[src/rtl/ssf_pkg.sv]
// shared constants and types for the serial status flag block
package ssf_pkg;
  // avalon word addresses (address port counts words)
  localparam logic [1:0] ADDR_STATUS = 2'h0;
  localparam logic [1:0] ADDR_CONTROL = 2'h1;
  localparam logic [1:0] ADDR_ETU = 2'h2;
  // status bit positions
  localparam int BIT_TRANSMIT_MULTIPROC_BIT = 0;
  localparam int BIT_MPB = 1;
  localparam int BIT_TRANSMIT_END_FLAG = 2;
  localparam int BIT_PER = 3;
  localparam int BIT_ERS = 4;
  // control bit positions
  localparam int CB_TE = 0;
  localparam int CB_RE = 1;
  localparam int CB_SMART_CARD_MODE_SELECT = 2;
  localparam int CB_GM = 3;
  localparam int CB_PEN = 4;
  localparam int CB_ODD = 5;
  localparam int CB_MP = 6;
  localparam int CB_SYNC = 7;
  localparam int CTRL_W = 8;
  localparam int ETU_W = 16;
  // reset values
  localparam logic [7:0] CTRL_RST = 8'h00;
  localparam logic [ETU_W-1:0] ETU_RST = 16'h0000;
  localparam logic [31:0] RD_ZERO = 32'h0000_0000;
  localparam logic [ETU_W+1:0] CNT_ZERO = 18'h0_0000;
  localparam logic [ETU_W+1:0] CNT_ONE = 18'h0_0001;
  localparam logic [ETU_W-1:0] ETU_ONE = 16'h0001;
  localparam logic [ETU_W-1:0] ETU_MAX = 16'hffff;

  typedef struct packed {
    logic sync_mode;
    logic multiproc_format;
    logic parity_odd_select;
    logic parity_enable;
    logic block_guard_mode;
    logic smart_card_mode_select;
    logic receive_enable;
    logic transmit_enable;
  } ssf_ctrl_t;

  typedef struct packed {
    logic done;
    logic [7:0] data;
    logic parity_bit;
    logic multiproc_bit;
  } ssf_rx_char_t;

  typedef enum logic [2:0] {
    ST_IDLE = 3'b001,
    ST_WAIT = 3'b010,
    ST_ACK = 3'b100
  } ssf_bus_st_t;
endpackage : ssf_pkg

[src/rtl/ssf_top.sv]
// status flag logic of one serial channel with avalon register slave
// What this block does
// - smart card select switches bit 4 and transmit-end meaning
// - smart card: error line sampled low during transmit sets error flag
// - error flag clears on reset, standby, or write 0 after read as 1
// - clearing transmit enable leaves the error flag alone
// - async with parity: mismatching parity sets parity error flag
// - parity flag clears on reset, standby, or write 0 after read as 1
// - clearing receive enable leaves the parity flag alone
// - parity error: character still loaded, buffer-full not raised
// - parity flag stalls reception; in sync mode transmission too
// - normal mode: end flag set by reset, standby, enable off, last bit
// - end flag cleared when software clears the buffer-empty flag
// - end flag is read only
// - smart card: end flag set 2.5 or 1.0 bit times after send
// - smart card: enable off with error flag 0 sets end flag
// - bit time is measured as one transmitted bit
// - received multiprocessor bit captured in async mp format, read only
// - receive enable off holds received multiprocessor bit
// - transmit multiprocessor bit appended in async mp format
// - transmit multiprocessor bit ignored otherwise
// - reset: mp bits and error flags 0, end flag 1
// - error flags: writes of 1 ignored; write 0 clears only after read while set
//
// Register access over Avalon-MM and the register offsets were left to the implementer.
`timescale 1ns/100ps
`default_nettype none
module ssf_top
  import ssf_pkg::*;
(
  // clock and reset
  input wire logic clk_sys,
  input wire logic rst_n,
  input wire logic standby,
  // avalon-mm slave
  input wire logic [1:0] avs_address,
  input wire logic avs_read,
  input wire logic avs_write,
  input wire logic [31:0] avs_writedata,
  input wire logic [3:0] avs_byteenable,
  output logic [31:0] avs_readdata,
  output logic avs_waitrequest,
  // transmit side of the shifter
  input wire logic tx_bit_tick,
  input wire logic tx_last_bit,
  input wire logic transmit_buffer_empty_flag,
  input wire logic transmit_buffer_empty_flag_clear,
  input wire logic sc_err_sample,
  input wire logic sc_err_line,
  // receive side of the shifter
  input wire ssf_rx_char_t rx_char,
  // outputs to the datapath
  output logic rx_load,
  output logic rx_set_full,
  output logic rx_stall,
  output logic tx_stall,
  output logic tx_mpb_out,
  output logic transmit_end_out
);
  ssf_ctrl_t ctrl_ff;
  ssf_bus_st_t st_ff;
  ssf_bus_st_t nxt_st;
  logic ers_ff;
  logic per_ff;
  logic transmit_end_flag_ff;
  logic mpb_ff;
  logic transmit_multiproc_bit_ff;
  logic ers_arm_ff;
  logic per_arm_ff;
  logic [31:0] rdata_ff;
  logic wait_ff;
  logic rx_load_ff;
  logic rx_full_ff;
  logic rx_stall_ff;
  logic tx_stall_ff;
  logic tx_mpb_ff;
  logic [7:0] status_view;
  logic wr_hit;
  logic rd_hit;
  logic wr_status;
  logic wr_control;
  logic te_fall;
  logic par_bad;
  logic rx_ok;
  logic ers_set;
  logic per_set;
  logic sc_start;
  logic sc_expire;
  logic [ETU_W-1:0] etu_len;
  logic clr_state;
  ssf_ctrl_t nxt_ctrl;

  // standby clears the flags as a reset does
  assign clr_state = !rst_n || standby;

  // bus handshake: two wait cycles, then the ack cycle
  always_comb begin
    nxt_st = st_ff;
    unique case (st_ff)
      ST_IDLE: if (avs_read || avs_write) nxt_st = ST_WAIT;
      ST_WAIT: nxt_st = ST_ACK;
      ST_ACK: nxt_st = ST_IDLE;
      default: nxt_st = ST_IDLE;
    endcase
  end

  always_ff @(posedge clk_sys) begin
    if (!rst_n) begin
      st_ff <= ST_IDLE;
      wait_ff <= 1'b1;
    end else begin
      st_ff <= nxt_st;
      wait_ff <= (nxt_st != ST_ACK);
    end
  end

  // writes take effect at the edge the master sees waitrequest low
  assign wr_hit = avs_write && (st_ff == ST_ACK);
  // read data is latched one edge before that
  assign rd_hit = avs_read && (st_ff == ST_WAIT);
  assign wr_status = wr_hit && avs_address == ADDR_STATUS
    && avs_byteenable[0];
  assign wr_control = wr_hit && avs_address == ADDR_CONTROL
    && avs_byteenable[0];

  assign status_view = {3'b000, ers_ff, per_ff, transmit_end_flag_ff, mpb_ff, transmit_multiproc_bit_ff};

  always_ff @(posedge clk_sys) begin
    if (!rst_n) begin
      rdata_ff <= RD_ZERO;
    end else if (rd_hit) begin
      unique case (avs_address)
        ADDR_STATUS: rdata_ff <= {24'h00_0000, status_view};
        ADDR_CONTROL: rdata_ff <= {24'h00_0000, ctrl_ff};
        ADDR_ETU: rdata_ff <= {16'h0000, etu_len};
        default: rdata_ff <= RD_ZERO;
      endcase
    end
  end

  // control register
  always_comb begin
    nxt_ctrl = ctrl_ff;
    if (wr_control) nxt_ctrl = ssf_ctrl_t'(avs_writedata[CTRL_W-1:0]);
  end

  always_ff @(posedge clk_sys) begin
    if (clr_state) begin
      ctrl_ff <= ssf_ctrl_t'(CTRL_RST);
    end else begin
      ctrl_ff <= nxt_ctrl;
    end
  end

  assign te_fall = ctrl_ff.transmit_enable && !nxt_ctrl.transmit_enable;

  // arm a clear only when software has seen the flag set
  always_ff @(posedge clk_sys) begin
    if (clr_state) begin
      ers_arm_ff <= 1'b0;
      per_arm_ff <= 1'b0;
    end else if (rd_hit && avs_address == ADDR_STATUS) begin
      ers_arm_ff <= ers_ff;
      per_arm_ff <= per_ff;
    end else if (wr_status) begin
      ers_arm_ff <= 1'b0;
      per_arm_ff <= 1'b0;
    end
  end

  // smart card error signal flag, bit 4 in smart card mode
  assign ers_set = ctrl_ff.smart_card_mode_select && sc_err_sample
    && !sc_err_line;

  always_ff @(posedge clk_sys) begin
    if (clr_state) begin
      ers_ff <= 1'b0;
    end else if (ers_set) begin
      ers_ff <= 1'b1; // set beats a same-cycle clear
    end else if (wr_status && ers_arm_ff && !avs_writedata[BIT_ERS]) begin
      ers_ff <= 1'b0;
    end
    // transmit enable is not a term here
  end

  // parity check on each received character
  ssf_parity_chk u_par (
    .data(rx_char.data),
    .parity_bit(rx_char.parity_bit),
    .odd_select(ctrl_ff.parity_odd_select),
    .mismatch(par_bad)
  );

  assign per_set = rx_char.done && ctrl_ff.receive_enable
    && !rx_stall_ff && !ctrl_ff.sync_mode && ctrl_ff.parity_enable
    && par_bad;
  assign rx_ok = rx_char.done && ctrl_ff.receive_enable && !rx_stall_ff;

  always_ff @(posedge clk_sys) begin
    if (clr_state) begin
      per_ff <= 1'b0;
    end else if (per_set) begin
      per_ff <= 1'b1;
    end else if (wr_status && per_arm_ff && !avs_writedata[BIT_PER]) begin
      per_ff <= 1'b0;
    end
    // receive enable is not a term here
  end

  // character moves to the buffer unless receive is off or stalled; full only when clean
  always_ff @(posedge clk_sys) begin
    if (clr_state) begin
      rx_load_ff <= 1'b0;
      rx_full_ff <= 1'b0;
    end else begin
      rx_load_ff <= rx_ok;
      rx_full_ff <= rx_ok && !per_set;
    end
  end

  // the error holds off the receiver, and in sync mode the transmitter, until software clears it
  always_ff @(posedge clk_sys) begin
    if (clr_state) begin
      rx_stall_ff <= 1'b0;
      tx_stall_ff <= 1'b0;
    end else begin
      rx_stall_ff <= per_ff || per_set;
      tx_stall_ff <= (per_ff || per_set) && ctrl_ff.sync_mode;
    end
  end

  // guard-time timer for smart card end of transmission
  assign sc_start = ctrl_ff.smart_card_mode_select && tx_last_bit
    && transmit_buffer_empty_flag && !ers_ff;

  ssf_etu_timer u_etu (
    .clk_sys(clk_sys),
    .rst_n(rst_n),
    .bit_tick(tx_bit_tick),
    .start(sc_start),
    .cancel(ers_set || standby || transmit_buffer_empty_flag_clear),
    .guard_mode(ctrl_ff.block_guard_mode),
    .etu_len(etu_len),
    .expire(sc_expire)
  );

  // transmit end flag; status register writes never reach it
  always_ff @(posedge clk_sys) begin
    if (clr_state) begin
      transmit_end_flag_ff <= 1'b1;
    end else if (!ctrl_ff.smart_card_mode_select) begin
      if (te_fall) begin
        transmit_end_flag_ff <= 1'b1;
      end else if (tx_last_bit && transmit_buffer_empty_flag) begin
        transmit_end_flag_ff <= 1'b1;
      end else if (transmit_buffer_empty_flag_clear) begin
        transmit_end_flag_ff <= 1'b0;
      end
    end else begin
      if (te_fall && !ers_ff) begin
        transmit_end_flag_ff <= 1'b1;
      end else if (sc_expire && !ers_ff) begin
        transmit_end_flag_ff <= 1'b1;
      end else if (transmit_buffer_empty_flag_clear) begin
        transmit_end_flag_ff <= 1'b0;
      end
    end
  end

  // received multiprocessor bit, read only
  always_ff @(posedge clk_sys) begin
    if (clr_state) begin
      mpb_ff <= 1'b0;
    end else if (rx_ok && ctrl_ff.multiproc_format
        && !ctrl_ff.sync_mode) begin
      mpb_ff <= rx_char.multiproc_bit;
    end
  end

  // transmit multiprocessor bit, software owned
  always_ff @(posedge clk_sys) begin
    if (clr_state) begin
      transmit_multiproc_bit_ff <= 1'b0;
    end else if (wr_status) begin
      transmit_multiproc_bit_ff <= avs_writedata[BIT_TRANSMIT_MULTIPROC_BIT];
    end
  end

  // only meaningful for async mp format with a working transmitter
  always_ff @(posedge clk_sys) begin
    if (clr_state) begin
      tx_mpb_ff <= 1'b0;
    end else begin
      tx_mpb_ff <= transmit_multiproc_bit_ff && ctrl_ff.multiproc_format
        && !ctrl_ff.sync_mode && ctrl_ff.transmit_enable
        && !tx_stall_ff;
    end
  end

  assign avs_readdata = rdata_ff;
  assign avs_waitrequest = wait_ff;
  assign rx_load = rx_load_ff;
  assign rx_set_full = rx_full_ff;
  assign rx_stall = rx_stall_ff;
  assign tx_stall = tx_stall_ff;
  assign tx_mpb_out = tx_mpb_ff;
  assign transmit_end_out = transmit_end_flag_ff;
endmodule : ssf_top
`default_nettype wire

[src/rtl/ssf_parity_chk.sv]
// parity check of one received character
`timescale 1ns/100ps
`default_nettype none
module ssf_parity_chk
  import ssf_pkg::*;
(
  // character in
  input wire logic [7:0] data,
  input wire logic parity_bit,
  input wire logic odd_select,
  // result
  output logic mismatch
);
  logic [8:0] acc;
  assign acc[0] = parity_bit;
  genvar i;
  generate
    for (i = 0; i < 8; i++) begin : g_xor
      assign acc[i+1] = acc[i] ^ data[i];
    end
  endgenerate
  // even: total ones must be even; odd: must be odd
  assign mismatch = acc[8] ^ odd_select;
endmodule : ssf_parity_chk
`default_nettype wire

[src/rtl/ssf_etu_timer.sv]
// bit time measurement and smart card end-of-transmit delay
`timescale 1ns/100ps
`default_nettype none
module ssf_etu_timer
  import ssf_pkg::*;
(
  // clock and reset
  input wire logic clk_sys,
  input wire logic rst_n,
  // control
  input wire logic bit_tick,
  input wire logic start,
  input wire logic cancel,
  input wire logic guard_mode,
  // results
  output logic [ETU_W-1:0] etu_len,
  output logic expire
);
  logic [ETU_W-1:0] meas_ff;
  logic [ETU_W-1:0] etu_ff;
  logic [ETU_W+1:0] cnt_ff;
  logic [ETU_W+1:0] target;
  logic busy_ff;
  logic expire_ff;

  // one etu is the spacing of transmitted bit ticks
  always_ff @(posedge clk_sys) begin
    if (!rst_n) begin
      meas_ff <= ETU_RST;
      etu_ff <= ETU_RST;
    end else if (bit_tick) begin
      meas_ff <= ETU_ONE;
      etu_ff <= meas_ff;
    end else if (meas_ff != ETU_MAX) begin
      meas_ff <= meas_ff + ETU_ONE;
    end
  end

  // 2.5 etu is etu*2 + etu/2, rounded down
  assign target = guard_mode ? {2'b00, etu_ff}
    : ({1'b0, etu_ff, 1'b0} + {3'b000, etu_ff[ETU_W-1:1]});

  always_ff @(posedge clk_sys) begin
    if (!rst_n || cancel) begin
      busy_ff <= 1'b0;
      cnt_ff <= CNT_ZERO;
      expire_ff <= 1'b0;
    end else if (start) begin
      busy_ff <= 1'b1;
      cnt_ff <= CNT_ONE;
      expire_ff <= 1'b0;
    end else if (busy_ff && cnt_ff >= target) begin
      busy_ff <= 1'b0;
      expire_ff <= 1'b1;
    end else begin
      cnt_ff <= busy_ff ? cnt_ff + CNT_ONE : cnt_ff;
      expire_ff <= 1'b0;
    end
  end

  assign etu_len = etu_ff;
  assign expire = expire_ff;
endmodule : ssf_etu_timer
`default_nettype wire

[config.mk]
export PLATFORM = sky130hd
export DESIGN_NAME = ssf_top
export DESIGN_NICKNAME = d
export VERILOG_FILES = /design/src/rtl/ssf_pkg.sv /design/src/rtl/ssf_top.sv /design/src/rtl/ssf_parity_chk.sv /design/src/rtl/ssf_etu_timer.sv
export SDC_FILE = /design/constraint.sdc
export NUM_CORES = 1
export LEC_CHECK = 0
export BUFFER_PORTS_ARGS = -buffer_cell sky130_fd_sc_hd__buf_4
export CAP_MARGIN = 20
export CORE_MARGIN = 2
export CORE_UTILIZATION = 30
export DETAILED_ROUTE_END_ITERATION = 7
export GPL_ROUTABILITY_DRIVEN = 0
export GPL_TIMING_DRIVEN = 0
export PLACE_DENSITY = 0.49
export SYNTH_ARGS = -nofsm -noshare
export SYNTH_HDL_FRONTEND = slang
export SYNTH_HIERARCHICAL = 1
export SYNTH_SLANG_ARGS = --single-unit
[constraint.sdc]
create_clock -name clk_sys -period 5.3 [get_ports clk_sys]
set_clock_uncertainty 0.2 [all_clocks]
set_input_delay 0.53 -clock clk_sys [delete_from_list [all_inputs] [get_ports clk_sys]]
set_output_delay 0.53 -clock clk_sys [all_outputs]
set_load 0.05 [all_outputs]
==> impl_metrics.csv <==
group,metric,value,unit
run_status,outcome,"finished clean",
layout,fillerInstances,1935,
clock_network,cts_max_path_buffers,2,
setup_path,reg2reg_to,"u_etu/cnt_ff[17]",
floorplanning,core,0.0187,mm^2
detailed_routing,first_pass_iters,4,
synthesis,synthTopCellsByCount,"dfxtp_1 (92), nand2_1 (61), a21oi_1 (59), nand3_1 (38), mux2i_1 (36)",
place,placed_area,0.00647,mm^2
synthesis,synth_area,0.00571,mm^2
setup_path,worst_setup_path_end_kind,"flop",
sta,period_share,88.8,%
min_path,worstHoldStart,"avs_write",
clock_network,cts_tree,"built",
detailed_routing,via_per_inst,5.24,
synthesis,ys_types,71,
sta,fmax,213,MHz
detailed_routing,wirelength,16000,um
detailed_routing,drt_iter0_drc,245,
sta,hold_viol_final,0,
clock_network,postCtsHoldBufs,0,
floorplanning,fp.dieW,142,um
layout,area_delta_synth_final,18.8,%
grt,grt_max_degree,19,
synthesis,syn_inst,672,
layout,drive_gt1_share,14.2,%
layout,diodes,0,
grt,grt_pass1_vias,5171,
clock_network,post_cts_buffers,0,
clock_network,clkTransAtPathRegs,0.07,ns
sta,worstMarginPinSlew,0.743,ns
detailed_routing,drc,0,
detailed_routing,num_vias,5199,
floorplanning,fp.dieH,142,um
sta,maxSlewHeadroom,50.3,%
detailed_routing,wl_per_cell,16.1,um
place,dp_hpwl,12200,um
synthesis,ys_ff_latch,92,
setup_path,cp.arrival,4.79,ns
synthesis,async_flop_share,0,%
floorplanning,rows,50,
grt,grt_pass1_wl,26300,um
sta,setup_viol,0,
setup_path,crit_fanout,8,
synthesis,syn_area_per_cell,8.49,um^2
sta,rsz0062_at_grt,"no",
synthesis,ys_warn_count,6,
setup_path,regToRegSetupSlack,0.60,ns
synthesis,ys_seq_area_share,32.3,%
place,port_buffers,54,
min_path,hold_class,"input pin to flop",
grt,antenna_found_initial,0,
clock_network,cts_buffers,9,
clock_network,cts_resized,0,
layout,nNetsFinal,848,
sta,maxSlewViolCount,0,
clock_network,cts.sinks,92,
clock_network,insertion_delay,0.36,ns
setup_path,crit_required,5.39,ns
clock_network,cts_root_buffer,"clkbuf_16",
setup_path,r2r_start,"u_etu/etu_len[0]",
power_and_ir_drop,ir_worst_vdd,0.000145,V
power_and_ir_drop,power_density,228,mW/mm^2
min_path,holdPathEnd,"st_ff[1]",
sta,fin_tns_setup,0,ns
clock_network,htreeDepth,3,
synthesis,synth-edff-count,0,
grt,grt_usage,16.4,%
min_path,hold_path_depth,2,
grt,overflow,0,
synthesis,synth_area_leaders,"dfxtp_1 (32%), ha_1 (7.5%), mux2i_1 (6.3%)",
synthesis,synth_most_common_cell,"dfxtp_1",
detailed_routing,ant_nets,0,
setup_path,worstRegToRegCells,15,
sta,period_needed,4.70,ns
synthesis,yosysTopAreaCell,"dfxtp_1",
setup_path,critPathLaunchType,"flop",
floorplanning,start_util,30.5,%
setup_path,critPathKind,"flop to flop",
synthesis,synth_flop_cell,"dfxtp_1",
run,maxCapViolCount,0,
synthesis,yosys.area.top_type_share,32.3,%
floorplanning,pin_count,99,
layout,fin_area,0.00678,mm^2
power_and_ir_drop,leakage,2.65,nW
floorplanning,design.die.area,0.0201,mm^2
==> state kept, by name (all words and copies together) (netlist names) <==
name                       flops
u_etu/cnt_ff                  18
avs_readdata                  16
u_etu/etu_len                 16
u_etu/meas_ff                 16
ctrl_ff                        8
st_ff                          3
avs_waitrequest                1
ers_arm_ff                     1
ers_ff                         1
mpb_ff                         1
per_arm_ff                     1
per_ff                         1
rx_load                        1
rx_set_full                    1
rx_stall                       1
transmit_end_out               1
transmit_multiproc_bit_ff      1
tx_mpb_out                     1
tx_stall                       1
u_etu/busy_ff                  1
u_etu/expire                   1
==> layer usage <==
| metal | track usage (%) | part of all wire (%) |
|---|---|---|
| met5 | 0 | 0 |
| met4 | 7.53 | 2.7 |
| met3 | 2.19 | 3.1 |
| met2 | 26.8 | 47 |
| met1 | 21.7 | 48 |
==> through the flow <==
| stage | cells | hold slack [ns] | utilization, % | setup WS (ns) | total power (W) |
|---|---|---|---|---|---|
| 6_report | 992 | 0.210 | 36.2 | 0.595 | 0.00155 |
| 5_1_grt | 992 | 0.220 | 36.2 | 0.368 | 0.00160 |
| 4_1_cts | 992 | 0.196 | 36.2 | 0.614 | 0.00157 |
| 3_5_place_dp | 976 | 0.235 | 34.6 | 0.632 | 0.000866 |
| 3_3_place_gp | 975 | 0.247 | 34.5 | 0.750 | 0.000864 |
| 2_1_floorplan | 687 | 0.228 | - | 1.53 | 0.000822 |
==> worst max-delay path by stage <==
stage	start	endpoint	slack [ns]	cells past startpoint
after floorplan	u_etu/etu_len[2]	u_etu/cnt_ff[14]	1.53	16
after global placement	u_etu/etu_len[2]	u_etu/cnt_ff[17]	0.75	15
after detailed placement	u_etu/etu_len[2]	u_etu/cnt_ff[17]	0.63	15
after CTS	u_etu/etu_len[2]	u_etu/cnt_ff[17]	0.61	15
after global routing	u_etu/etu_len[0]	u_etu/cnt_ff[17]	0.37	15
final	u_etu/etu_len[0]	u_etu/cnt_ff[17]	0.60	15
==> cell type report <==
cell class	count	area (um^2)	area share, %
plain buffers	44	239	3.52
well taps	234	293	4.32
repair buffers	55	410	6.05
multi-input cells	537	3630	53.5
clock buffers	9	225	3.32
inverters	14	52.6	0.775
clock inverters	7	88.8	1.31
flip-flops and latches	92	1840	27.2
==> cell families after synthesis <==
family	after synthesis	share of synthesized area (%)
adders and majority gates	35	7.81
buffers and inverters	58	5.11
AOI/OAI and AO/OA	170	19.2
DFF	92	32.3
xor gates and xnor gates	24	4.06
other	1	0.0657
and+or+nand+nor	255	25.0
muxes	37	6.51
==> cell usage in the layout (no fill, tap or decap), types with 4 or more instances in the layout <==
master and count:
a2bb2oi_1 6, o21ai_0 35, nand2_1 61, nor2b_1 21
and4_1 5, nand2b_1 9, dfxtp_1 92, nor3_1 10
a31oi_1 12, o21ai_1 4, a21o_1 7, a21boi_0 9
inv_1 14, xnor2_1 12, buf_4 70, ha_1 34
a21oi_1 59, clkbuf_16 9, xor2_1 10, clkbuf_1 20
or3_1 10, nand3_1 38, and2_1 4, buf_2 6
mux2i_1 36, a2111o_1 5, nor3b_1 10, nor4b_1 4
conb_1 16, nor2_1 35, nand4_1 17, and3_1 6
==> worst max-delay path: stages (launching register included) <==
cell and delay [ns]:
dfxtp_1 0.38, ha_1 0.25, fa_1 0.41, a21o_1 0.18, a21oi_1 0.27, nor2_1 0.09
a21oi_1 0.38, a2111oi_0 0.18, nor3_1 0.32, ha_1 0.32, a21oi_1 0.14, o21ai_0 0.25
nor2_4 0.30, nand4_1 0.44, a211oi_2 0.34, mux2i_1 0.21
==> where the power goes <==
part,total [W],internal [W],switching (W)
clock,0.000697,0.000379,0.000318
combinational,0.000145,0.0000601,0.0000851
sequential,0.000705,0.000697,0.00000765
total,0.00155,0.00114,0.000411
Note: power is estimated with default switching activity, not from simulation.
